===== src/fpp_pkg.sv =====
// Constants, register indices and types shared by the fifteen-output PWM timer.
// Assumes a 32-bit AHB-Lite slave where each register index is one aligned word.
package fpp_pkg;
   localparam int unsigned NCH = 6;
   localparam int unsigned NSLOT = 4;
   localparam int unsigned NPIN = 15;
   localparam int unsigned CW = 16;
   localparam int unsigned IXW = 24;

   // Register indices; byte address is four times the index
   localparam logic [23:0] IX_RUN = 24'hFFFFBC;
   localparam logic [23:0] IX_SYNC = 24'hFFFFBD;
   localparam logic [23:0] IX_PERIOD_0 = 24'hFFFFC8;
   localparam logic [23:0] IX_W0_B = 24'hFFFFCA;
   localparam logic [23:0] IX_W0_C = 24'hFFFFCC;
   localparam logic [23:0] IX_W0_D = 24'hFFFFCE;
   localparam logic [23:0] IX_W1_A = 24'hFFFFD8;
   localparam logic [23:0] IX_W1_B = 24'hFFFFDA;
   localparam logic [23:0] IX_W2_A = 24'hFFFFE8;
   localparam logic [23:0] IX_W2_B = 24'hFFFFEA;
   localparam logic [23:0] IX_W3_A = 24'hFFFFF8;
   localparam logic [23:0] IX_W3_B = 24'hFFFFFA;
   localparam logic [23:0] IX_W3_C = 24'hFFFFFC;
   localparam logic [23:0] IX_W3_D = 24'hFFFFFE;
   localparam logic [23:0] IX_W4_A = 24'hFFFEE8;
   localparam logic [23:0] IX_W4_B = 24'hFFFEEA;
   localparam logic [23:0] IX_W5_A = 24'hFFFEF8;
   localparam logic [23:0] IX_W5_B = 24'hFFFEFA;
   localparam logic [23:0] IX_CFG_0 = 24'hFFFF00;
   localparam logic [23:0] IX_CNT_0 = 24'hFFFF10;
   localparam logic [23:0] IX_PINS = 24'hFFFF20;

   // Channel configuration word fields
   localparam int unsigned CCLS_LSB = 0;
   localparam int unsigned MODE_LSB = 4;
   localparam int unsigned IO_LSB = 16;

   // Clear source, mode and output control encodings
   localparam logic [2:0] CCLS_NONE = 3'h0;
   localparam logic [2:0] CCLS_A = 3'h1;
   localparam logic [2:0] CCLS_B = 3'h2;
   localparam logic [2:0] CCLS_SYNC = 3'h3;
   localparam logic [2:0] CCLS_C = 3'h5;
   localparam logic [2:0] CCLS_D = 3'h6;
   localparam logic [3:0] MODE_PWM2 = 4'h3;
   localparam logic [3:0] IO_CMP_SET = 4'h2;

   // Reset values
   localparam logic [31:0] CFG_RST_CH0 = 32'h2220_0031;
   localparam logic [31:0] CFG_RST_AB = 32'h0022_0033;
   localparam logic [31:0] CFG_RST_ABCD = 32'h2222_0033;
   localparam logic [15:0] CMP_RST = 16'hFFFF;
   localparam logic [5:0] RUN_RST = 6'h00;
   localparam logic [5:0] SYNC_RST = 6'h00;

   typedef enum logic [3:0] {
      ST_IDLE = 4'b0001,
      ST_WR = 4'b0010,
      ST_RWAIT = 4'b0100,
      ST_RDONE = 4'b1000
   } fpp_bus_st_t;
endpackage


===== src/fpp_chan.sv =====
// One timer channel: counter, four compare matches, clear logic and PWM mode 2 pins.
// Assumes compare values and configuration come from registers on the same clock.
module fpp_chan
   import fpp_pkg::*;
(
   // Clock and reset
   input wire logic clk_i,
   input wire logic rst_i,
   // Control
   input wire logic run_i,
   input wire logic sync_i,
   input wire logic [2:0] ccls_i,
   input wire logic [3:0] mode_i,
   input wire logic [15:0] ioctl_i,
   input wire logic [15:0] cmp_a_i,
   input wire logic [15:0] cmp_b_i,
   input wire logic [15:0] cmp_c_i,
   input wire logic [15:0] cmp_d_i,
   // Synchronous clear to and from other channels
   input wire logic sync_clr_i,
   output logic src_clr_o,
   // State and pins
   output logic [15:0] count_o,
   output logic [3:0] pin_o
);
   logic [15:0] cnt_reg;
   logic [15:0] cnt_next;
   logic [3:0] pin_reg;
   logic [3:0] pin_next;
   logic [3:0] match;
   logic own_clr;
   logic sync_take;
   logic clr;
   logic [15:0] cmp [4];

   assign cmp[0] = cmp_a_i;
   assign cmp[1] = cmp_b_i;
   assign cmp[2] = cmp_c_i;
   assign cmp[3] = cmp_d_i;

   always_comb begin
      for (int k = 0; k < 4; k++) begin
         match[k] = run_i && (cnt_reg == cmp[k]);
      end
      own_clr = ((ccls_i == CCLS_A) && match[0]) ||
         ((ccls_i == CCLS_B) && match[1]) ||
         ((ccls_i == CCLS_C) && match[2]) ||
         ((ccls_i == CCLS_D) && match[3]);
      // A halted channel ignores the shared clear so its count really holds
      sync_take = run_i && sync_i && (ccls_i == CCLS_SYNC) && sync_clr_i;
      clr = own_clr || sync_take;
      src_clr_o = own_clr && sync_i;
      if (clr) begin
         cnt_next = '0;
      end else if (run_i) begin
         cnt_next = cnt_reg + 16'h0001;
      end else begin
         cnt_next = cnt_reg;
      end
      for (int k = 0; k < 4; k++) begin
         if (!((mode_i == MODE_PWM2) && (ioctl_i[4*k +: 4] == IO_CMP_SET))) begin
            pin_next[k] = 1'b0;
         end else if (clr) begin
            pin_next[k] = 1'b0;
         end else if (match[k]) begin
            pin_next[k] = 1'b1;
         end else begin
            pin_next[k] = pin_reg[k];
         end
      end
   end

   always_ff @(posedge clk_i) begin
      if (rst_i) begin
         cnt_reg <= 16'h0000;
         pin_reg <= 4'h0;
      end else begin
         cnt_reg <= cnt_next;
         pin_reg <= pin_next;
      end
   end

   assign count_o = cnt_reg;
   assign pin_o = pin_reg;

   property p_halt_holds;
      @(posedge clk_i) disable iff (rst_i)
      !run_i ##1 !run_i |-> $stable(cnt_reg);
   endproperty
   a_halt_holds: assert property (p_halt_holds) else $error("halted counter moved");

   property p_run_advances;
      @(posedge clk_i) disable iff (rst_i)
      (run_i && !clr) |=> (cnt_reg == $past(cnt_reg) + 16'h0001);
   endproperty
   a_run_advances: assert property (p_run_advances) else $error("counter did not step");

   property p_indep;
      @(posedge clk_i) disable iff (rst_i)
      (!sync_i && run_i && !own_clr) |=> (cnt_reg != 16'h0000 || $past(cnt_reg) == 16'hFFFF);
   endproperty
   a_indep: assert property (p_indep) else $error("independent channel was cleared");

   property p_sync_clear;
      @(posedge clk_i) disable iff (rst_i)
      (run_i && sync_i && ccls_i == CCLS_SYNC && sync_clr_i) |=> (cnt_reg == 16'h0000);
   endproperty
   a_sync_clear: assert property (p_sync_clear) else $error("sync clear missed");

   property p_no_src_unsynced;
      @(posedge clk_i) disable iff (rst_i)
      !sync_i |-> !src_clr_o;
   endproperty
   a_no_src_unsynced: assert property (p_no_src_unsynced) else $error("unsynced clear shared");

   property p_period_clear;
      @(posedge clk_i) disable iff (rst_i)
      (ccls_i == CCLS_A && run_i && cnt_reg == cmp_a_i) |=> (cnt_reg == 16'h0000);
   endproperty
   a_period_clear: assert property (p_period_clear) else $error("period match no clear");

   property p_match_sets;
      @(posedge clk_i) disable iff (rst_i)
      (mode_i == MODE_PWM2 && ioctl_i[7:4] == IO_CMP_SET && match[1] && !clr) |=> pin_reg[1];
   endproperty
   a_match_sets: assert property (p_match_sets) else $error("match did not raise pin");

   property p_clear_lowers;
      @(posedge clk_i) disable iff (rst_i)
      clr |=> (pin_reg == 4'h0) ##1 (cnt_reg != 16'h0000 || !run_i || pin_reg == 4'h0);
   endproperty
   a_clear_lowers: assert property (p_clear_lowers) else $error("pin high after clear");
endmodule


===== src/fpp_timer.sv =====
// Fifteen-output PWM timer: six synchronised channels behind an AHB-Lite slave.
// Assumes one master, word transfers only, and a single clock at 25 MHz.
// How it works
// - Each width register is a compare value setting its pin's low time per period.
// - A channel whose run bit is clear holds its counter still.
// - A channel whose run bit is set counts on every clock.
// - A channel with sync bit clear neither gives nor takes shared clears.
// - Channels with sync bit set share clears with each other.
// - Channel 0 period register match clears channel 0 when selected as source.
// - Sync clear source resets a counter when another synced counter clears.
// - In PWM mode 2 with compare output, a match in a cycle with no clear drives the pin high.
// - The period register has no pin; only the fifteen widths drive pins.
module fpp_timer
   import fpp_pkg::*;
(
   // Clock and reset
   input wire logic clk_i,
   input wire logic rst_i,
   // AHB-Lite slave
   input wire logic hsel_i,
   input wire logic [31:0] haddr_i,
   input wire logic [1:0] htrans_i,
   input wire logic hwrite_i,
   input wire logic [2:0] hsize_i,
   input wire logic [31:0] hwdata_i,
   input wire logic hready_i,
   output logic hreadyout_o,
   output logic hresp_o,
   output logic [31:0] hrdata_o,
   // PWM pins
   output logic [14:0] pwm_output_pin_o
);
   fpp_bus_st_t st_reg;
   fpp_bus_st_t st_next;
   logic [23:0] idx_reg;
   logic [23:0] idx_next;
   logic ok_reg;
   logic ok_next;
   logic [31:0] rdata_reg;
   logic [31:0] rdata_next;
   logic [31:0] rd_val;
   logic accept;

   logic [5:0] run_reg;
   logic [5:0] run_next;
   logic [5:0] sync_reg;
   logic [5:0] sync_next;
   logic [31:0] cfg_reg [6];
   logic [31:0] cfg_next [6];
   logic [15:0] cmp_reg [6][4];
   logic [15:0] cmp_next [6][4];

   logic [15:0] cnt [6];
   logic [3:0] chpin [6];
   logic [5:0] src_clr;

   function automatic logic [31:0] cfg_rst(input int n);
      if (n == 0) begin
         return CFG_RST_CH0;
      end else if (n == 3) begin
         return CFG_RST_ABCD;
      end
      return CFG_RST_AB;
   endfunction

   // Bus phases: a read spends one wait state so hrdata comes from a flop
   always_comb begin
      st_next = st_reg;
      idx_next = idx_reg;
      ok_next = ok_reg;
      rdata_next = rdata_reg;
      accept = hsel_i && htrans_i[1] && hready_i;
      case (st_reg)
         ST_RWAIT: begin
            rdata_next = rd_val;
            st_next = ST_RDONE;
         end
         ST_IDLE, ST_WR, ST_RDONE: begin
            if (accept) begin
               idx_next = haddr_i[25:2];
               ok_next = (haddr_i[31:26] == 6'h00) && (haddr_i[1:0] == 2'h0);
               st_next = hwrite_i ? ST_WR : ST_RWAIT;
            end else begin
               st_next = ST_IDLE;
            end
         end
         default: begin
            st_next = ST_IDLE;
         end
      endcase
   end

   always_ff @(posedge clk_i) begin
      if (rst_i) begin
         st_reg <= ST_IDLE;
         idx_reg <= 24'h000000;
         ok_reg <= 1'b0;
         rdata_reg <= 32'h0000_0000;
      end else begin
         st_reg <= st_next;
         idx_reg <= idx_next;
         ok_reg <= ok_next;
         rdata_reg <= rdata_next;
      end
   end

   assign hreadyout_o = (st_reg != ST_RWAIT);
   assign hresp_o = 1'b0;
   assign hrdata_o = rdata_reg;

   // Register writes land at the end of the data phase
   always_comb begin
      run_next = run_reg;
      sync_next = sync_reg;
      for (int n = 0; n < 6; n++) begin
         cfg_next[n] = cfg_reg[n];
         for (int k = 0; k < 4; k++) begin
            cmp_next[n][k] = cmp_reg[n][k];
         end
      end
      if (st_reg == ST_WR && ok_reg) begin
         case (idx_reg)
            IX_RUN: run_next = hwdata_i[5:0];
            IX_SYNC: sync_next = hwdata_i[5:0];
            IX_PERIOD_0: cmp_next[0][0] = hwdata_i[15:0];
            IX_W0_B: cmp_next[0][1] = hwdata_i[15:0];
            IX_W0_C: cmp_next[0][2] = hwdata_i[15:0];
            IX_W0_D: cmp_next[0][3] = hwdata_i[15:0];
            IX_W1_A: cmp_next[1][0] = hwdata_i[15:0];
            IX_W1_B: cmp_next[1][1] = hwdata_i[15:0];
            IX_W2_A: cmp_next[2][0] = hwdata_i[15:0];
            IX_W2_B: cmp_next[2][1] = hwdata_i[15:0];
            IX_W3_A: cmp_next[3][0] = hwdata_i[15:0];
            IX_W3_B: cmp_next[3][1] = hwdata_i[15:0];
            IX_W3_C: cmp_next[3][2] = hwdata_i[15:0];
            IX_W3_D: cmp_next[3][3] = hwdata_i[15:0];
            IX_W4_A: cmp_next[4][0] = hwdata_i[15:0];
            IX_W4_B: cmp_next[4][1] = hwdata_i[15:0];
            IX_W5_A: cmp_next[5][0] = hwdata_i[15:0];
            IX_W5_B: cmp_next[5][1] = hwdata_i[15:0];
            default: begin
               for (int n = 0; n < 6; n++) begin
                  if (idx_reg == IX_CFG_0 + 24'(n)) begin
                     cfg_next[n] = hwdata_i;
                  end
               end
            end
         endcase
      end
   end

   always_ff @(posedge clk_i) begin
      if (rst_i) begin
         run_reg <= RUN_RST;
         sync_reg <= SYNC_RST;
         for (int n = 0; n < 6; n++) begin
            cfg_reg[n] <= cfg_rst(n);
            for (int k = 0; k < 4; k++) begin
               cmp_reg[n][k] <= CMP_RST;
            end
         end
      end else begin
         run_reg <= run_next;
         sync_reg <= sync_next;
         for (int n = 0; n < 6; n++) begin
            cfg_reg[n] <= cfg_next[n];
            for (int k = 0; k < 4; k++) begin
               cmp_reg[n][k] <= cmp_next[n][k];
            end
         end
      end
   end

   property p_run_write;
      @(posedge clk_i) disable iff (rst_i)
      (st_reg == ST_WR && ok_reg && idx_reg == IX_RUN)
         |=> (run_reg == $past(hwdata_i[5:0]));
   endproperty
   a_run_write: assert property (p_run_write) else $error("run bits not written");

   property p_sync_write;
      @(posedge clk_i) disable iff (rst_i)
      (st_reg == ST_WR && ok_reg && idx_reg == IX_SYNC)
         |=> (sync_reg == $past(hwdata_i[5:0]));
   endproperty
   a_sync_write: assert property (p_sync_write) else $error("sync bits not written");

   // Read mux; unmapped or misaligned reads return zero
   always_comb begin
      rd_val = 32'h0000_0000;
      if (ok_reg) begin
         case (idx_reg)
            IX_RUN: rd_val = {26'h0000000, run_reg};
            IX_SYNC: rd_val = {26'h0000000, sync_reg};
            IX_PERIOD_0: rd_val = {16'h0000, cmp_reg[0][0]};
            IX_W0_B: rd_val = {16'h0000, cmp_reg[0][1]};
            IX_W0_C: rd_val = {16'h0000, cmp_reg[0][2]};
            IX_W0_D: rd_val = {16'h0000, cmp_reg[0][3]};
            IX_W1_A: rd_val = {16'h0000, cmp_reg[1][0]};
            IX_W1_B: rd_val = {16'h0000, cmp_reg[1][1]};
            IX_W2_A: rd_val = {16'h0000, cmp_reg[2][0]};
            IX_W2_B: rd_val = {16'h0000, cmp_reg[2][1]};
            IX_W3_A: rd_val = {16'h0000, cmp_reg[3][0]};
            IX_W3_B: rd_val = {16'h0000, cmp_reg[3][1]};
            IX_W3_C: rd_val = {16'h0000, cmp_reg[3][2]};
            IX_W3_D: rd_val = {16'h0000, cmp_reg[3][3]};
            IX_W4_A: rd_val = {16'h0000, cmp_reg[4][0]};
            IX_W4_B: rd_val = {16'h0000, cmp_reg[4][1]};
            IX_W5_A: rd_val = {16'h0000, cmp_reg[5][0]};
            IX_W5_B: rd_val = {16'h0000, cmp_reg[5][1]};
            IX_PINS: rd_val = {17'h00000, pwm_output_pin_o};
            default: begin
               for (int n = 0; n < 6; n++) begin
                  if (idx_reg == IX_CFG_0 + 24'(n)) begin
                     rd_val = cfg_reg[n];
                  end
                  if (idx_reg == IX_CNT_0 + 24'(n)) begin
                     rd_val = {16'h0000, cnt[n]};
                  end
               end
            end
         endcase
      end
   end

   // Channels share a clear only among those with their sync bit set
   for (genvar n = 0; n < 6; n++) begin : g_ch
      logic sync_in;
      assign sync_in = |(src_clr & ~(6'h01 << n));
      fpp_chan u_chan (
         .clk_i(clk_i),
         .rst_i(rst_i),
         .run_i(run_reg[n]),
         .sync_i(sync_reg[n]),
         .ccls_i(cfg_reg[n][CCLS_LSB +: 3]),
         .mode_i(cfg_reg[n][MODE_LSB +: 4]),
         .ioctl_i(cfg_reg[n][IO_LSB +: 16]),
         .cmp_a_i(cmp_reg[n][0]),
         .cmp_b_i(cmp_reg[n][1]),
         .cmp_c_i(cmp_reg[n][2]),
         .cmp_d_i(cmp_reg[n][3]),
         .sync_clr_i(sync_in),
         .src_clr_o(src_clr[n]),
         .count_o(cnt[n]),
         .pin_o(chpin[n])
      );
   end

   // Slot A of channel 0 is the period compare and is left off the pins
   assign pwm_output_pin_o = {chpin[5][1:0], chpin[4][1:0], chpin[3],
      chpin[2][1:0], chpin[1][1:0], chpin[0][3:1]};

   property p_width_rise;
      @(posedge clk_i) disable iff (rst_i)
      $rose(pwm_output_pin_o[0]) |-> ($past(cnt[0]) == $past(cmp_reg[0][1]));
   endproperty
   a_width_rise: assert property (p_width_rise) else $error("pin 0 rose off its width");

   property p_no_period_pin;
      @(posedge clk_i) disable iff (rst_i)
      ($past(cnt[0]) == $past(cmp_reg[0][0]) && $past(cnt[0]) != $past(cmp_reg[0][1])
         && $past(cnt[0]) != $past(cmp_reg[0][2]) && $past(cnt[0]) != $past(cmp_reg[0][3]))
         |-> !($rose(pwm_output_pin_o[0]) || $rose(pwm_output_pin_o[1])
         || $rose(pwm_output_pin_o[2]));
   endproperty
   a_no_period_pin: assert property (p_no_period_pin) else $error("period match drove a pin");

   property p_sync_follow;
      @(posedge clk_i) disable iff (rst_i)
      (src_clr[0] && sync_reg[1] && run_reg[1] && cfg_reg[1][2:0] == CCLS_SYNC)
         |=> (cnt[1] == 16'h0000 && cnt[0] == 16'h0000);
   endproperty
   a_sync_follow: assert property (p_sync_follow) else $error("channels did not clear together");

   property p_read_wait;
      @(posedge clk_i) disable iff (rst_i)
      (accept && !hwrite_i) |=> !hreadyout_o ##1 hreadyout_o;
   endproperty
   a_read_wait: assert property (p_read_wait) else $error("read wait state wrong");

   // Read data must stand until the next read so a slow master still sees it
   property p_rdata_stands;
      @(posedge clk_i) disable iff (rst_i)
      (st_reg != ST_RWAIT) |=> $stable(hrdata_o);
   endproperty
   a_rdata_stands: assert property (p_rdata_stands) else $error("read data changed early");

   property p_unsynced_counts;
      @(posedge clk_i) disable iff (rst_i)
      (!sync_reg[2] && run_reg[2] && cfg_reg[2][2:0] == CCLS_SYNC)
         |=> (cnt[2] == $past(cnt[2]) + 16'h0001);
   endproperty
   a_unsynced_counts: assert property (p_unsynced_counts) else $error("unsynced channel cleared");

   property p_ch0_sync_src;
      @(posedge clk_i) disable iff (rst_i)
      (sync_reg[0] && run_reg[0] && cfg_reg[0][2:0] == CCLS_A && cnt[0] == cmp_reg[0][0])
         |-> src_clr[0];
   endproperty
   a_ch0_sync_src: assert property (p_ch0_sync_src) else $error("period clear not shared");

   property p_sync_lowers;
      @(posedge clk_i) disable iff (rst_i)
      (src_clr[0] && sync_reg[3] && run_reg[3] && cfg_reg[3][2:0] == CCLS_SYNC)
         |=> (chpin[3] == 4'h0);
   endproperty
   a_sync_lowers: assert property (p_sync_lowers) else $error("shared clear left pin high");

   property p_width_rise_ch5;
      @(posedge clk_i) disable iff (rst_i)
      $rose(pwm_output_pin_o[13]) |-> ($past(cnt[5]) == $past(cmp_reg[5][0]));
   endproperty
   a_width_rise_ch5: assert property (p_width_rise_ch5) else $error("pin 13 rose off width");
endmodule


===== config.mk =====
export PLATFORM = sky130hd
export DESIGN_NAME = fpp_timer
export DESIGN_NICKNAME = d
export VERILOG_FILES = /design/src/fpp_pkg.sv /design/src/fpp_chan.sv /design/src/fpp_timer.sv
export SDC_FILE = /design/constraint.sdc
export NUM_CORES = 2
export LEC_CHECK = 0
export ABC_AREA = 1
export ABC_CLOCK_PERIOD_IN_PS = 3400
export BUFFER_PORTS_ARGS = -buffer_cell sky130_fd_sc_hd__buf_2
export CORE_MARGIN = 2
export CORE_UTILIZATION = 55
export CTS_BUF_LIST = sky130_fd_sc_hd__clkbuf_4 sky130_fd_sc_hd__clkbuf_8
export DETAILED_ROUTE_END_ITERATION = 6
export PLACE_DENSITY_LB_ADDON = 0.08
export SYNTH_ARGS = -nofsm -noshare
export SYNTH_HDL_FRONTEND = slang
export SYNTH_SLANG_ARGS = --single-unit
export TNS_END_PERCENT = 1

===== constraint.sdc =====
create_clock -name clk_i -period 3.4 [get_ports clk_i]
set_input_delay 0.17 -clock clk_i [delete_from_list [all_inputs] [get_ports clk_i]]
set_output_delay 0.17 -clock clk_i [all_outputs]
set_load 0.02 [all_outputs]

==> flow_metrics.tcl <==
set metrics [dict create \
    violations "setup timing" \
    final_layout_size_suffix_gt1_share_pct 13.5 \
    dieHeight_um 248 \
    grt_overflow_total 0 \
    synth-edff-count 0 \
    htree_num_levels 3 \
    viasPerCell 6.25 \
    worst_pin_slew_ns 1.41 \
    vias 35300 \
    area_delta_synth_final_pct 16.1 \
    final_common_cell "nand2_1" \
    synth_fp_nets 4648 \
    hpwl_mm 111 \
    grt_max_degree 93 \
    required_ns 4.07 \
    worstSkewPairLatency_ns 0.75 \
    arrival_ns 4.11 \
    setup_ws_ns -0.0366 \
    yosysWarnings 0 \
    syn_area_um2 32600 \
    rows 89 \
    period_minus_slack_ns 3.44 \
    setup_viol 1 \
    nets 4860 \
    dp.cells 5386 \
    slew_viol_final 0 \
    cts_buffer_depth 3 \
    synthCells 4568 \
    ys_seq_elements 632 \
    clk_pin_slew_ns 0.07 \
    synth_top_cell_area_share_pct 38.8 \
    crit_type "flop to flop" \
    final_cell_mix "849 x nand2_1, 631 x dfxtp_1, 595 x nor2_1" \
    drc 0 \
    grt_first_pass_wirelength_mm 212 \
    drtIter0Drc 5136 \
    largest_reg_flops 256 \
    fin_area_um2 37900 \
    antenna_found_initial 7 \
    crit_path_end_kind "flop" \
    vdd.ir_drop.worst_v 0.000461 \
    synth_top_cell_by_area "dfxtp_1" \
    synth_flop_cell "dfxtp_1" \
    netlist_top_cells_area "dfxtp_1 39%, nand2_1 9.8%, nor2_1 6.9%, o211ai_1 6.9%, inv_1 6.4%" \
    routed_wl_mm 149 \
    cts_buffers 105 \
    ios 123 \
    min_path_type "primary input to flop" \
    die-area_um2 61300 \
    max_freq_ghz 0.291 \
    dr.pass1.iters 7 \
    setup.worst_path.start_class "flop" \
    die_w_um 248 \
    finClkSkew_ns 0.0339 \
    place_area_um2 34800 \
    worst-path-max-fanout 11 \
    finalHoldViolations 0 \
    max-cap-violations 0 \
    drtAntennaViolNets 0 \
    wire_per_inst_um 26.4 \
    ys_seq_area_share_pct 38.8 \
    status "finished, violations left" \
    cts_root_buf "clkbuf_8" \
    grt_pass1_vias 31600 \
    port_buffers 117 \
    place.gp.congestion 1.10 \
    grtUsageTotal_pct 47.5 \
    clock_sinks 632 \
    synth_cell_type_count 50 \
    slew_headroom_pct 6.21 \
    instances_no_fill 5642 \
    core-area_um2 58800 \
    powerDensity_nw_per_um2 421 \
    power_leakage_nw 17.7 \
    cts_tree "built" \
    initial_core_util_pct 55.5 \
    post_synth.cell_area_avg_um2 7.14 \
    synth-async-reset-ratio_pct 0 \
    finalCritPeriodShare_pct 101 \
]
## repair_timing
action,4_1_cts,5_1_grt
setup buffers,0,0
gates resized for setup,0,8
hold buffers,60,0
setup endpoints to repair,0,65
hold endpoints to repair,208,0
## per-stage QoR
| step | worst slack (ns) | util (%) | power (mW) | setup TNS [ns] | hold slack, ns |
|---|---|---|---|---|---|
| final | -0.0366 | 64.5 | 16.0 | -0.0366 | 0.0238 |
| after global routing | -0.00351 | 64.4 | 16.3 | -0.00351 | 0.0508 |
| after CTS | 0.0641 | 64.4 | 15.9 | 0 | 0.00407 |
| after detailed placement | 0.0622 | 59.2 | 8.10 | 0 | 0.352 |
| after global placement | 0.116 | 59.2 | 8.10 | 0 | 0.347 |
| after floorplan | 0.829 | - | 7.82 | 0 | 0.249 |
## synthesized netlist by cell type, types with 2 or more instances
cell / instances
a21oi_1: 130
inv_2: 12
o2111ai_1: 15
o21bai_1: 5
nor3b_1: 3
nor3_1: 80
nor2_2: 2
nand3_2: 5
o21ai_1: 33
o221ai_1: 24
buf_4: 3
o211ai_2: 7
nor4_1: 16
buf_2: 24
nand4_1: 109
or3_1: 2
nor2_4: 4
nand3_4: 4
a31oi_1: 3
a221oi_1: 28
clkbuf_1: 221
a211oi_2: 101
a31o_2: 2
o22ai_1: 117
nand3_1: 226
nor2_1: 598
nand3b_1: 4
a211oi_1: 32
dfxtp_1: 632
ha_1: 6
o21ai_0: 196
o211ai_1: 299
a211o_1: 2
xnor2_1: 27
inv_1: 558
nand2_2: 7
buf_1: 7
nand2_1: 850
or2_2: 3
clkinv_1: 13
and3_1: 10
xor2_1: 139
a32o_1: 2
## report_power, final
part	switching (mW)	internal, mW
sequential	0.0127	7.42
combinational	0.464	0.130
clock	3.37	4.56
total	3.85	12.1
## worst paths after layout
| path | startpoint | endpoint | slack [ns] | cells past startpoint |
|---|---|---|---|---|
| max reg2reg | idx_reg[16] | hrdata_o[0] | -0.04 | 14 |
| max | idx_reg[16] | hrdata_o[0] | -0.04 | 14 |
| min reg2reg | cfg_reg[4][21] | cfg_reg[4][21] | 0.46 | 2 |
| min | hsel_i | st_reg[1] | 0.02 | 5 |
## logic make-up (layout without fill, tap and decap cells)
logic type      count (synthesis)  in the layout  synth area share (%)
compound gates                996            996                  21.6
other cells                     1              5                0.0115
flops                         632            632                  38.8
xor+xnor                      166            166                  4.46
fa+ha+maj                       6              6                 0.230
simple gates                 1928           1928                  25.1
buf+inv                       839           1136                  9.80
## final cells by class
cell class,count,area (µm²)
Sequential cell,632,12700
Fill cell,5378,20900
Antenna cell,4,10.0
Multi-Input combinational cell,3097,16800
Inverter,583,2200
Timing Repair Buffer,361,2780
Clock inverter,34,448
Tap cell,773,967
Clock buffer,158,2020
## routing by layer
metal / GRT usage, % / vias to the layer above / part of all wire (%)
li1: - / 15800 / -
met1: 63.3 / 16300 / 39
met2: 67.3 / 2557 / 40
met3: 12.9 / 592 / 13
met4: 30.7 / 8 / 7.7
met5: 0 / - / 0.034
## worst max-delay path, stage by stage, from the launching register on
cell,delay (ns)
dfxtp_1,0.34
nand2_1,0.06
nor2_1,0.22
nand2_4,0.18
buf_4,0.18
nor3_1,0.28
buf_4,0.26
nand3_1,0.20
o21ai_0,0.73
nor4_1,0.17
nand3_1,0.23
nor2_1,0.15
nand2_1,0.13
nand2_1,0.09
a21oi_1,0.14
No activity file was read; power rests on OpenSTA's default activity.
